`src/pkg/conv_map.svh`:
```
/*
  Named constants of the converter control block: result word layout,
  cycle counts and buffer depth.
  Assumes it is included by bare name wherever a constant is needed.
*/
`ifndef CONV_MAP_SVH
`define CONV_MAP_SVH

`define RES_W 16
`define MSB_W 10
`define LSB_W 6
`define DIAG_W 2
`define CONV_CYCLES 17
`define CAL_CYCLES 85530
`define CNT_W 17
`define BUF_DEPTH 2

`endif

```
`src/pkg/conv_pkg.sv`:
```
/*
  Types of the converter control block: controller states and the state record.
  Assumes conv_map.svh is on the include path.
*/
`include "conv_map.svh"

package conv_pkg;

  typedef enum logic [2:0] {
    ST_IDLE = 3'b000,
    ST_CONV = 3'b001,
    ST_PUSH = 3'b010,
    ST_CAL = 3'b011,
    ST_FINISH = 3'b100
  } ctrl_state_type;

  typedef struct packed {
    ctrl_state_type st;
    logic [`CNT_W-1:0] cnt;
    logic acq_s1;
    logic acq_s2;
    logic acq_s3;
    logic busy;
    logic track;
    logic pend;
    logic [`RES_W-1:0] held;
    logic [`RES_W-1:0] res;
    logic res_valid;
  } ctrl_regs_type;

endpackage

```
`src/pkg/conv_if.sv`:
```
/*
  Word link between the converter controller and its result buffer.
  Assumes both ends run on the same clock.
*/
`timescale 1ns/10ps

interface conv_if #(
  parameter int WIDTH = 16
);
  logic in_valid;
  logic in_ready;
  logic [WIDTH-1:0] in_data;
  logic out_valid;
  logic out_ready;
  logic [WIDTH-1:0] out_data;

  modport buf_side (
    input in_valid,
    input in_data,
    input out_ready,
    output in_ready,
    output out_valid,
    output out_data
  );

  modport ctrl_side (
    output in_valid,
    output in_data,
    output out_ready,
    input in_ready,
    input out_valid,
    input out_data
  );
endinterface

```
`src/rtl/pair_buffer.sv`:
```
/*
  Small result buffer of DEPTH words with valid and ready on both sides.
  Assumes one clock; flush clears it synchronously.
*/
`timescale 1ns/10ps

module pair_buffer #(
  parameter int WIDTH = 16,
  parameter int DEPTH = 2
) (
  // Clock and control.
  input wire logic core_clk,
  input wire logic flush,
  input wire logic clk_en,
  // Word link.
  conv_if.buf_side link
);
  localparam int PW = (DEPTH > 1) ? $clog2(DEPTH) : 1;
  localparam int CW = $clog2(DEPTH + 1);

  typedef struct packed {
    logic [DEPTH-1:0][WIDTH-1:0] mem;
    logic [PW-1:0] wr_ptr;
    logic [PW-1:0] rd_ptr;
    logic [CW-1:0] count;
  } buf_regs_type;

  buf_regs_type b_q;
  buf_regs_type b_d;
  logic push;
  logic pop;

  assign link.in_ready = b_q.count != CW'(DEPTH);
  assign link.out_valid = b_q.count != '0;
  assign link.out_data = b_q.mem[b_q.rd_ptr];
  assign push = link.in_valid && link.in_ready;
  assign pop = link.out_valid && link.out_ready;

  always_comb begin
    b_d = b_q;
    if (push) begin
      b_d.mem[b_q.wr_ptr] = link.in_data;
      b_d.wr_ptr = (b_q.wr_ptr == PW'(DEPTH - 1)) ? '0 : b_q.wr_ptr + PW'(1);
    end
    if (pop) begin
      b_d.rd_ptr = (b_q.rd_ptr == PW'(DEPTH - 1)) ? '0 : b_q.rd_ptr + PW'(1);
    end
    if (push && !pop) begin
      b_d.count = b_q.count + CW'(1);
    end else if (pop && !push) begin
      b_d.count = b_q.count - CW'(1);
    end
  end

  always_ff @(posedge core_clk) begin
    if (flush) begin
      b_q <= '0;
    end else if (clk_en) begin
      b_q <= b_d;
    end
  end
endmodule

```
`src/rtl/conv_ctrl.sv`:
```
/*
  Digital control of a 16-bit sampling converter: acquisition edge start,
  conversion timing, calibration sequencing, busy status and the split result word.
  Assumes analog_code and result_take come from logic on core_clk, acq_in and
  cal_req come from pins.
*/
// Operation
// The result is shown as ten upper lines and six separate lower lines.
// Busy is high while a conversion or a calibration runs and low otherwise; the code keeps it high in ST_PUSH until the buffer takes the word.
// The acquisition input is active high and makes the sample-hold track while high; the code holds sh_track low in ST_CAL.
// A falling edge of the acquisition input starts the conversion of the held sample.
// The host supplies seventeen clock cycles for each conversion.
// The host keeps the acquisition input low during calibration.
// With the acquisition input high during calibration the two lowest lines show diagnostics.
// The calibration request acts without regard to the clock.
// A high calibration request resets the control, aborts any work and raises busy.
// Calibration starts when the request falls and ends after 85530 cycles as busy falls.
// The host gives one more clock cycle after busy falls at the end of calibration.
// The result lines stay stable from the end of a conversion until the next result loads.
`timescale 1ns/10ps
`include "conv_map.svh"

module conv_ctrl
  import conv_pkg::*;
#(
  parameter int CONV_CYCLES = `CONV_CYCLES,
  parameter int CAL_CYCLES = `CAL_CYCLES
) (
  // Clock, reset and enable.
  input wire logic core_clk,
  input wire logic srst,
  input wire logic clk_en,
  // Control pins.
  input wire logic acq_in,
  input wire logic cal_req,
  // Analog side and result drain.
  input wire logic [`RES_W-1:0] analog_code,
  input wire logic result_take,
  // Status and result.
  output logic busy,
  output logic sh_track,
  output logic result_valid,
  output logic [`MSB_W-1:0] result_msb,
  output logic [`LSB_W-1:0] result_lsb
);
  localparam int CW = `CNT_W;
  localparam ctrl_regs_type CAL_RESET = '{st: ST_CAL, busy: 1'b1, default: '0};
  localparam ctrl_regs_type IDLE_RESET = '{st: ST_IDLE, default: '0};

  ctrl_regs_type r_q;
  ctrl_regs_type r_d;
  logic cal_r1_q;
  logic cal_rst_q;
  logic acq_fall;
  logic buf_flush;

  conv_if #(.WIDTH(`RES_W)) buf_link ();

  assign buf_flush = srst || cal_rst_q;

  pair_buffer #(
    .WIDTH(`RES_W),
    .DEPTH(`BUF_DEPTH)
  ) u_buf (
    .core_clk(core_clk),
    .flush(buf_flush),
    .clk_en(clk_en),
    .link(buf_link.buf_side)
  );

  // The calibration request is seen at once and released on the clock.
  always_ff @(posedge core_clk or posedge cal_req) begin
    if (cal_req) begin
      cal_r1_q <= 1'b1;
      cal_rst_q <= 1'b1;
    end else if (clk_en) begin
      cal_r1_q <= 1'b0;
      cal_rst_q <= cal_r1_q;
    end
  end

  assign acq_fall = r_q.acq_s3 && !r_q.acq_s2;

  always_comb begin
    r_d = r_q;
    buf_link.in_valid = 1'b0;
    buf_link.in_data = r_q.held;
    buf_link.out_ready = !r_q.res_valid || result_take;
    r_d.acq_s1 = acq_in;
    r_d.acq_s2 = r_q.acq_s1;
    r_d.acq_s3 = r_q.acq_s2;
    r_d.track = r_q.acq_s2 && (r_q.st != ST_CAL);
    unique case (r_q.st)
      ST_IDLE: begin
        if (acq_fall || r_q.pend) begin
          r_d.st = ST_CONV;
          r_d.cnt = '0;
          r_d.busy = 1'b1;
          r_d.held = analog_code;
          r_d.pend = 1'b0;
        end
      end
      ST_CONV: begin
        if (r_q.cnt == CW'(CONV_CYCLES - 1)) begin
          r_d.st = ST_PUSH;
        end else begin
          r_d.cnt = r_q.cnt + CW'(1);
        end
      end
      ST_PUSH: begin
        buf_link.in_valid = 1'b1;
        if (buf_link.in_ready) begin
          r_d.st = ST_IDLE;
          r_d.busy = 1'b0;
        end
      end
      ST_CAL: begin
        if (r_q.acq_s2) begin
          r_d.res[`DIAG_W-1:0] = r_q.cnt[`DIAG_W-1:0];
        end
        if (r_q.cnt == CW'(CAL_CYCLES - 1)) begin
          r_d.st = ST_FINISH;
          r_d.busy = 1'b0;
        end else begin
          r_d.cnt = r_q.cnt + CW'(1);
        end
      end
      ST_FINISH: begin
        r_d.st = ST_IDLE;
        if (acq_fall) begin
          r_d.pend = 1'b1;
        end
      end
      default: begin
        r_d.st = ST_IDLE;
        r_d.busy = 1'b0;
      end
    endcase
    if (buf_link.out_valid && buf_link.out_ready) begin
      r_d.res = buf_link.out_data;
      r_d.res_valid = 1'b1;
    end else if (result_take) begin
      r_d.res_valid = 1'b0;
    end
  end

  always_ff @(posedge core_clk or posedge cal_rst_q) begin
    if (cal_rst_q) begin
      r_q <= CAL_RESET;
    end else if (srst) begin
      r_q <= IDLE_RESET;
    end else if (clk_en) begin
      r_q <= r_d;
    end
  end

  assign busy = r_q.busy;
  assign sh_track = r_q.track;
  assign result_valid = r_q.res_valid;
  assign result_msb = r_q.res[`RES_W-1:`LSB_W];
  assign result_lsb = r_q.res[`LSB_W-1:0];
endmodule

```
`config.mk`:
```
export PLATFORM = sky130hd
export DESIGN_NAME = conv_ctrl
export DESIGN_NICKNAME = d
export VERILOG_FILES = /design/src/pkg/conv_pkg.sv /design/src/pkg/conv_if.sv /design/src/rtl/pair_buffer.sv /design/src/rtl/conv_ctrl.sv
export VERILOG_INCLUDE_DIRS = /design/src /design/src/pkg
export SDC_FILE = /design/constraint.sdc
export NUM_CORES = 1
export LEC_CHECK = 0
export BUFFER_PORTS_ARGS = -buffer_cell sky130_fd_sc_hd__buf_4
export CELL_PAD_IN_SITES_DETAIL_PLACEMENT = 0
export CELL_PAD_IN_SITES_GLOBAL_PLACEMENT = 2
export CORE_MARGIN = 2
export CORE_UTILIZATION = 41
export DETAILED_ROUTE_END_ITERATION = 8
export PLACE_DENSITY_LB_ADDON = 0.1
export SYNTH_ARGS = -nofsm -noshare
export SYNTH_HDL_FRONTEND = slang
export SYNTH_SLANG_ARGS = --single-unit
export TNS_END_PERCENT = 5
```
`constraint.sdc`:
```
create_clock -name core_clk -period 4.8 [get_ports core_clk]
set_clock_uncertainty 0.05 [all_clocks]
set_input_delay 0.48 -clock core_clk [delete_from_list [all_inputs] [get_ports core_clk]]
set_output_delay 0.48 -clock core_clk [all_outputs]
set_load 0.02 [all_outputs]
```
# After elaboration in Yosys (flattened, before gate mapping)
# Cells that the tools add are included.
dict set report word_totals {
  ff_bits 97
  latch_bits 0
  ram_bits 0
  mem_bits_ro 0
  input_bits 22
  output_inout_bits 19
  elab_cells 114
  memories 0
}
dict set report classes {
  addsub 5
  n_mul 0
  div 0
  order_cmp 3
  eq_ne 16
  n_shift 0
  n_mux 33
  bitwise_logic 0
  reduce_logical 38
}
# cell count
set ops {}
lappend ops {{two-way mux 59 bit} 2}
lappend ops {{two-way mux 16 bit} 5}
lappend ops {{two-way mux 17 bit} 3}
lappend ops {{one-hot mux 17 bit (3 select lines)} 1}
lappend ops {{bitwise mux 32 bit} 1}
lappend ops {{two-way mux 20 bit} 1}
lappend ops {{!= test 3 bit, second input constant} 6}
lappend ops {{adder 17 x 1 -> 17 bit, second input constant} 1}
lappend ops {{== test 17 bit, second input constant} 1}
lappend ops {{== test 17 x 5 -> 1 bit, second input constant} 1}
lappend ops {{demux 16 bit (select 1 bit)} 1}
lappend ops {{AND reduction 5 bit} 3}
lappend ops {{one-hot mux 3 bit (4 select lines)} 1}
lappend ops {{nonzero test 2 bit} 6}
lappend ops {{nonzero test 3 bit} 4}
lappend ops {{AND reduction 2 bit} 5}
lappend ops {{two-way mux 1 bit} 9}
lappend ops {{two-way mux 3 bit} 3}
lappend ops {{two-way mux 2 bit} 4}
lappend ops {{logical AND 1 bit} 7}
lappend ops {{== test 3 x 2 -> 1 bit, second input constant} 2}
lappend ops {{!= test 3 x 2 -> 1 bit, second input constant} 2}
lappend ops {{AND reduction 3 bit} 2}
lappend ops {{zero test 1 bit} 4}
lappend ops {{16 further kinds} 20}

# Logic depth before layout (Yosys ltp)
dict set report depth {
  ltp_word 7
  ltp_mapped 9
  ltp_nobuf 8
}

# Cells and area by module
# A second synthesis with hierarchy kept.
dict set report hier_totals {
  cells_unflattened 489
  area_unflattened_um2 4789.6
}
# module instances cells_per_inst area_each_um2 seq_area_each_um2
set modules_own_cells {}
lappend modules_own_cells {conv_ctrl 1 323 3062.9 1532.7}
lappend modules_own_cells {pair_buffer 1 166 1726.7 720.7}

# Least setup slack after synthesis
# No wires, ideal clock.
dict set report synth_timing {
  path_kind {reg2reg}
  startpoint {reg cal_rst_q}
  endpoint {reg u_buf.b_q[10] (netlist name)}
  setup_ns 0.065
  arrival_time_ns 2.403
  required_time_ns 4.685
  setup_slack_ns 2.282
  path_stages_with_launch 5
  n_path_buf 1
  period_less_slack_ns 2.518
  path_cell_list {dfstp_2 inv_1 nand2_1 clkbuf_1 nor2_1}
}
dict set report synth_via {
  elab_chain_len 1
}
# element line_no
set synth_rtl {}
lappend synth_rtl {{from (decl)} conv_ctrl.sv:53} ;# logic cal_rst_q;
lappend synth_rtl {{from (signal assigned)} conv_ctrl.sv:78} ;# cal_rst_q <= cal_r1_q;
lappend synth_rtl {{logical OR 1 bit} conv_ctrl.sv:59} ;# assign buf_flush = srst || cal_rst_q;
lappend synth_rtl {{to (signal assigned)} pair_buffer.sv:57} ;# b_q <= '0;
lappend synth_rtl {{to (signal assigned)} pair_buffer.sv:59} ;# b_q <= b_d;
lappend synth_rtl {{to (decl)} pair_buffer.sv:28} ;# buf_regs_type b_q;
# Every way passes these cells.
# A chain may end at the register's enable or synchronous reset.

# Worst setup path after layout
dict set report layout_timing {
  startpoint {reg r_q[56] (netlist name)}
  endpoint {reg r_q[48] (netlist name)}
}
dict set report layout_via {
  elab_chain_len 4
  elab_cells_between_ends 11
  cone_classes {5 x eq/ne; 3 x mux; 3 x reduce/logical}
}
# element line_no
set layout_rtl {}
lappend layout_rtl {{from (decl)} conv_ctrl.sv:50} ;# ctrl_regs_type r_q;
lappend layout_rtl {{from (signal assigned)} conv_ctrl.sv:153} ;# r_q <= r_d;
lappend layout_rtl {{== test 3 x 2 -> 1 bit (tied with other cells)} conv_ctrl.sv:93} ;# unique case (r_q.st)
lappend layout_rtl {{one-hot mux 17 bit (3 select lines)} conv_ctrl.sv:93}
lappend layout_rtl {{two-way mux 59 bit} conv_ctrl.sv:152} ;# end else if (clk_en) begin
lappend layout_rtl {{two-way mux 59 bit} conv_ctrl.sv:150} ;# end else if (srst) begin
# Parallel ways exist; a longest one is shown, timed or not. The select of a mux whose other input is x is not followed.

==> metrics.sh <==
POST-CTS-SETUP-BUFFERS=0
CTS-HTREE-LEVELS=3
PATH_COMMON_CELL='a31oi_1'
DRTITER0DRC=253
LEAKAGE_nW=2.219
SYNTH-SEQ-CELLS=97
TIMING.CRITICAL_PATH.ARRIVAL_NS=2.60
DIE_WIDTH_UM=110.0
VIAS_PER_CELL=5.441
POST_SYNTH_MAIN_AREA_CONTRIBUTORS='dfrtp_1, dfxtp_1, mux2i_1, nor2_1, a22o_1'
PLACE.PORT_BUFFERS=40
SYNTH_TOP_FLOP_CELL='dfrtp_1'
SYNTH-EDFF-COUNT=0
POST_SYNTH_INST_COUNT=450
PATH_CELLS='nor3b_2, nand2_1, nor2_1, a31oi_1, a31oi_1'
WORSTSETUPPATHTYPE='register to register'
UNREPAIRED_SETUP_ENDPOINTS_AFTER_GLOBAL_ROUTING='no'
LONGEST_CLK_PATH_BUFS=2
GLOBAL_ROUTE_WIRE_LENGTH_BEFORE_REPAIR_UM=17260
CTS_HOLD_BUF=0
SYNTH_CELL_TYPE_COUNT=60
DRT.ANTENNA.VIOLATING_NETS=0
HEIGHT_OF_THE_DIE_UM=110.0
WORST_IR_DROP_VDD_mV=0.1884
DRIVE_GT1_SHARE_PCT=18.94
CRITICAL_PATH.ENDPOINT_TYPE='register'
WORST_SETUP_PATH_START_KIND='register'
BUFFER_AND_INVERTER_COUNT_ON_THE_WORST_PATH=0
INITIAL_CELL_DENSITY_OF_THE_CORE_PCT=42.29
ROUTED-VIA-COUNT=3319
DRT_DRC_VIOLATIONS_LEFT=0
NETLIST.TOP_CELL.BY_AREA='dfrtp_1'
MOSTFREQUENTLAYOUTCELLS='nor2_1, dfrtp_1, mux2i_1'
CORE_AREA_UM2=10890
FINAL_NET_COUNT=491
DP_HPWL_UM=6521
YS.WARNINGS.COUNT=0
CTS_REPAIR_RESIZE_COUNT=0
COUNT_OF_MAXIMUM_CAPACITANCE_VIOLATIONS=0
WORST-SLEW-PIN-TRANSITION_NS=1.144
FINALWEIGHTEDCONGESTION=0.7361
MAX_CLOCK_FREQ_GHz=0.4254
TNS_NS=0
MIN_PERIOD_NS=2.351
POST-SYNTH-TOP-AREA-FRACTION_PCT=30.43
DRTPASS1ITERATIONS=5
POWER-PER-CELL-AREA_nW_PER_UM2=345.3
PIN_COUNT=41
YOSYSSEQAREASHARE_PCT=48.94
WORSTPATHREQUIRED_NS=5.04
TIMING.CRITICAL_PATH.SLOWEST_CELL_DELAY_NS=0.77
SYN_AREA_PER_CELL_UM2=10.23
NUMCTSBUFFERS=9
WORST_SETUP_HOLD_PATH_CLK_SLEW_NS=0.11
AREA_GROWTH_SYN_TO_LAYOUT_PCT=10.73
GRT_USE_TOTAL_PCT=18.62
NUMBER_OF_FILL_CELLS=1049
DIE_AREA_UM2=12090
CTS.ROOT.BUFFER_CELL='clkbuf_8'
GRT_START_MAX_NET_PINS=62
CTS_TREE='yes'
FINAL_MIN_PERIOD_OVER_CLOCK_PERIOD_PCT=48.97
SETUP_SLACK_NS=2.449
LAYOUT.CELL_AREA.NON_FILLER_UM2=5099
ROUTEDWLPERCELL_UM=16.88
TIMING.MAX_SLEW.REL_SLACK_PCT=23.66
INSTANCES_NO_FILL=610
SETUP_VIOLATING_ENDPOINT_COUNT_IN_THE_FINAL_REPORT=0
SYNTH.CELL_AREA_UM2=4604
PLACED_INSTS=594
POSTPLACECELLAREA_UM2=4873
STATUS='completed'
GRT_OVERFLOW=0
FP-ROW-COUNT=38
GRT_ANTENNA_BEFORE_REPAIR=0
MOST_COMMON_CELL_AFTER_LAYOUT_FILL_AND_TAPS_ASIDE='nor2_1'
ANTENNA-DIODE-COUNT=0
SYNTH.NET_COUNT=476
CPMAXSTAGEDELAYCELL='nor3b_2'
CRITICAL-PATH-TOP-DELAY-FAMILY='simple AND/OR/NAND/NOR gates'
GRT_PASS1_VIAS=3319
PRECTSSETUPSLACK_NS=2.341
SYNTH-ASYNC-RESET-RATIO_PCT=62.89
SLEW_VIOLATIONS=0
WHS_NS=0.08102
ROUTED_WIRELENGTH_UM=10300
HOLD_CLASS='input port to asynchronous set/reset pin'
CLK_LATENCY_NS=0.37
CRITICAL_PATH.MAX_FANOUT=14
SINK_COUNT_OF_THE_CLOCK_TREE=97
HOLD_VIOLATIONS=0
-- routing by layer --
| metal | routed length (um) | track usage [%] | vias to the layer above |
|---|---|---|---|
| li1 | - | - | 1611 |
| met1 | 4936 | 25.12 | 1630 |
| met2 | 4873 | 30.50 | 68 |
| met3 | 351 | 2.881 | 10 |
| met4 | 136 | 6.329 | 0 |
| met5 | 0 | 0 | - |
-- cell type report --
class / count / area [um2] / share of cell area [%]
clock buffer: 10 / 137.6 / 2.699
clock inverter: 6 / 87.58 / 1.718
inverter: 10 / 37.54 / 0.7362
multi-input combinational: 303 / 2077 / 40.74
sequential: 97 / 2253 / 44.20
tap: 140 / 175.2 / 3.436
timing repair buffer: 44 / 330.3 / 6.479
-- synthesized netlist by cell type (3+ instances only) --
library cell	instances
dfrtp_1	56
mux2i_1	50
nand2b_1	3
clkbuf_1	10
a21oi_1	10
a21o_1	3
nor2_1	75
a22o_1	18
nand4_1	4
o21ai_0	7
nor2b_1	4
nand3_1	5
nand3b_1	3
a211o_1	3
a211oi_1	20
nor3_1	5
dfstp_2	5
buf_4	16
nor4_1	3
nor2_4	3
nand2_1	28
a31oi_1	15
xnor2_1	3
dfxtp_1	36
buf_2	11
inv_1	10
ha_1	4
-- per-stage QoR --
step / util, % / total power, mW
floorplan: - / 1.095
global placement: 44.76 / 1.167
detailed placement: 44.76 / 1.171
CTS: 46.83 / 1.787
global route: 46.83 / 1.851
finish: 46.83 / 1.760
-- sequential cells by signal, summed over array words and instances, names as in the netlist --
signal,count
cal_r1_q,1
busy,1
result_lsb,6
u_buf.b_q,36
result_msb,10
cal_rst_q,1
r_q,22
r_d,2
sh_track,1
result_valid,1
buf_link.in_data,16
-- worst register-to-register path: stages, from the launching register on --
cell	delay, ns
dfstp_2	0.64
nor3b_2	0.77
nand2_1	0.34
nor2_1	0.22
a31oi_1	0.11
a31oi_1	0.16
-- power breakdown --
part	leakage, nW	total (mW)	switching [mW]	internal (mW)
combinational	0.977	0.241	0.142	0.0991
sequential	1.12	0.908	0.0464	0.862
clock	0.117	0.611	0.301	0.310
total	2.22	1.76	0.489	1.27
-- logic make-up (layout without fill, tap and decap cells) --
group                      count (synthesis)  in the layout  share of synthesized area, %
and+or+nand+nor                          150            150                         16.47
DFF                                       97             97                         48.94
xor gates and xnor gates                   5              5                        0.9513
adders and majority gates                  4              4                         1.087
buffers and inverters                     50             70                         6.006
AOI/OAI and AO/OA                         91             91                         14.86
muxes                                     53             53                         11.68
-- final timing paths --
check | startpoint | endpoint | slack (ns) | depth (start not counted)
setup / recovery | r_q[56]$_DFFE_PP1P_ | r_q[48]$_DFFE_PP0P_ | 2.45 | 5
hold / removal | cal_req | cal_rst_q$_DFFE_PP1P_ | 0.08 | 2
setup reg to reg | r_q[56]$_DFFE_PP1P_ | r_q[48]$_DFFE_PP0P_ | 2.45 | 5
hold reg to reg | cal_r1_q$_DFFE_PP1P_ | cal_r1_q$_DFFE_PP1P_ | 0.44 | 1
max in group asynchronous | cal_rst_q$_DFFE_PP1P_ | result_msb[0]$_DFFE_PP0P_ | 3.73 | 2
min in group core_clk | analog_code[11] | buf_link.in_data[11]$_DFFE_PP0P_ | 0.27 | 2
Note: power is estimated with default switching activity, not from simulation.
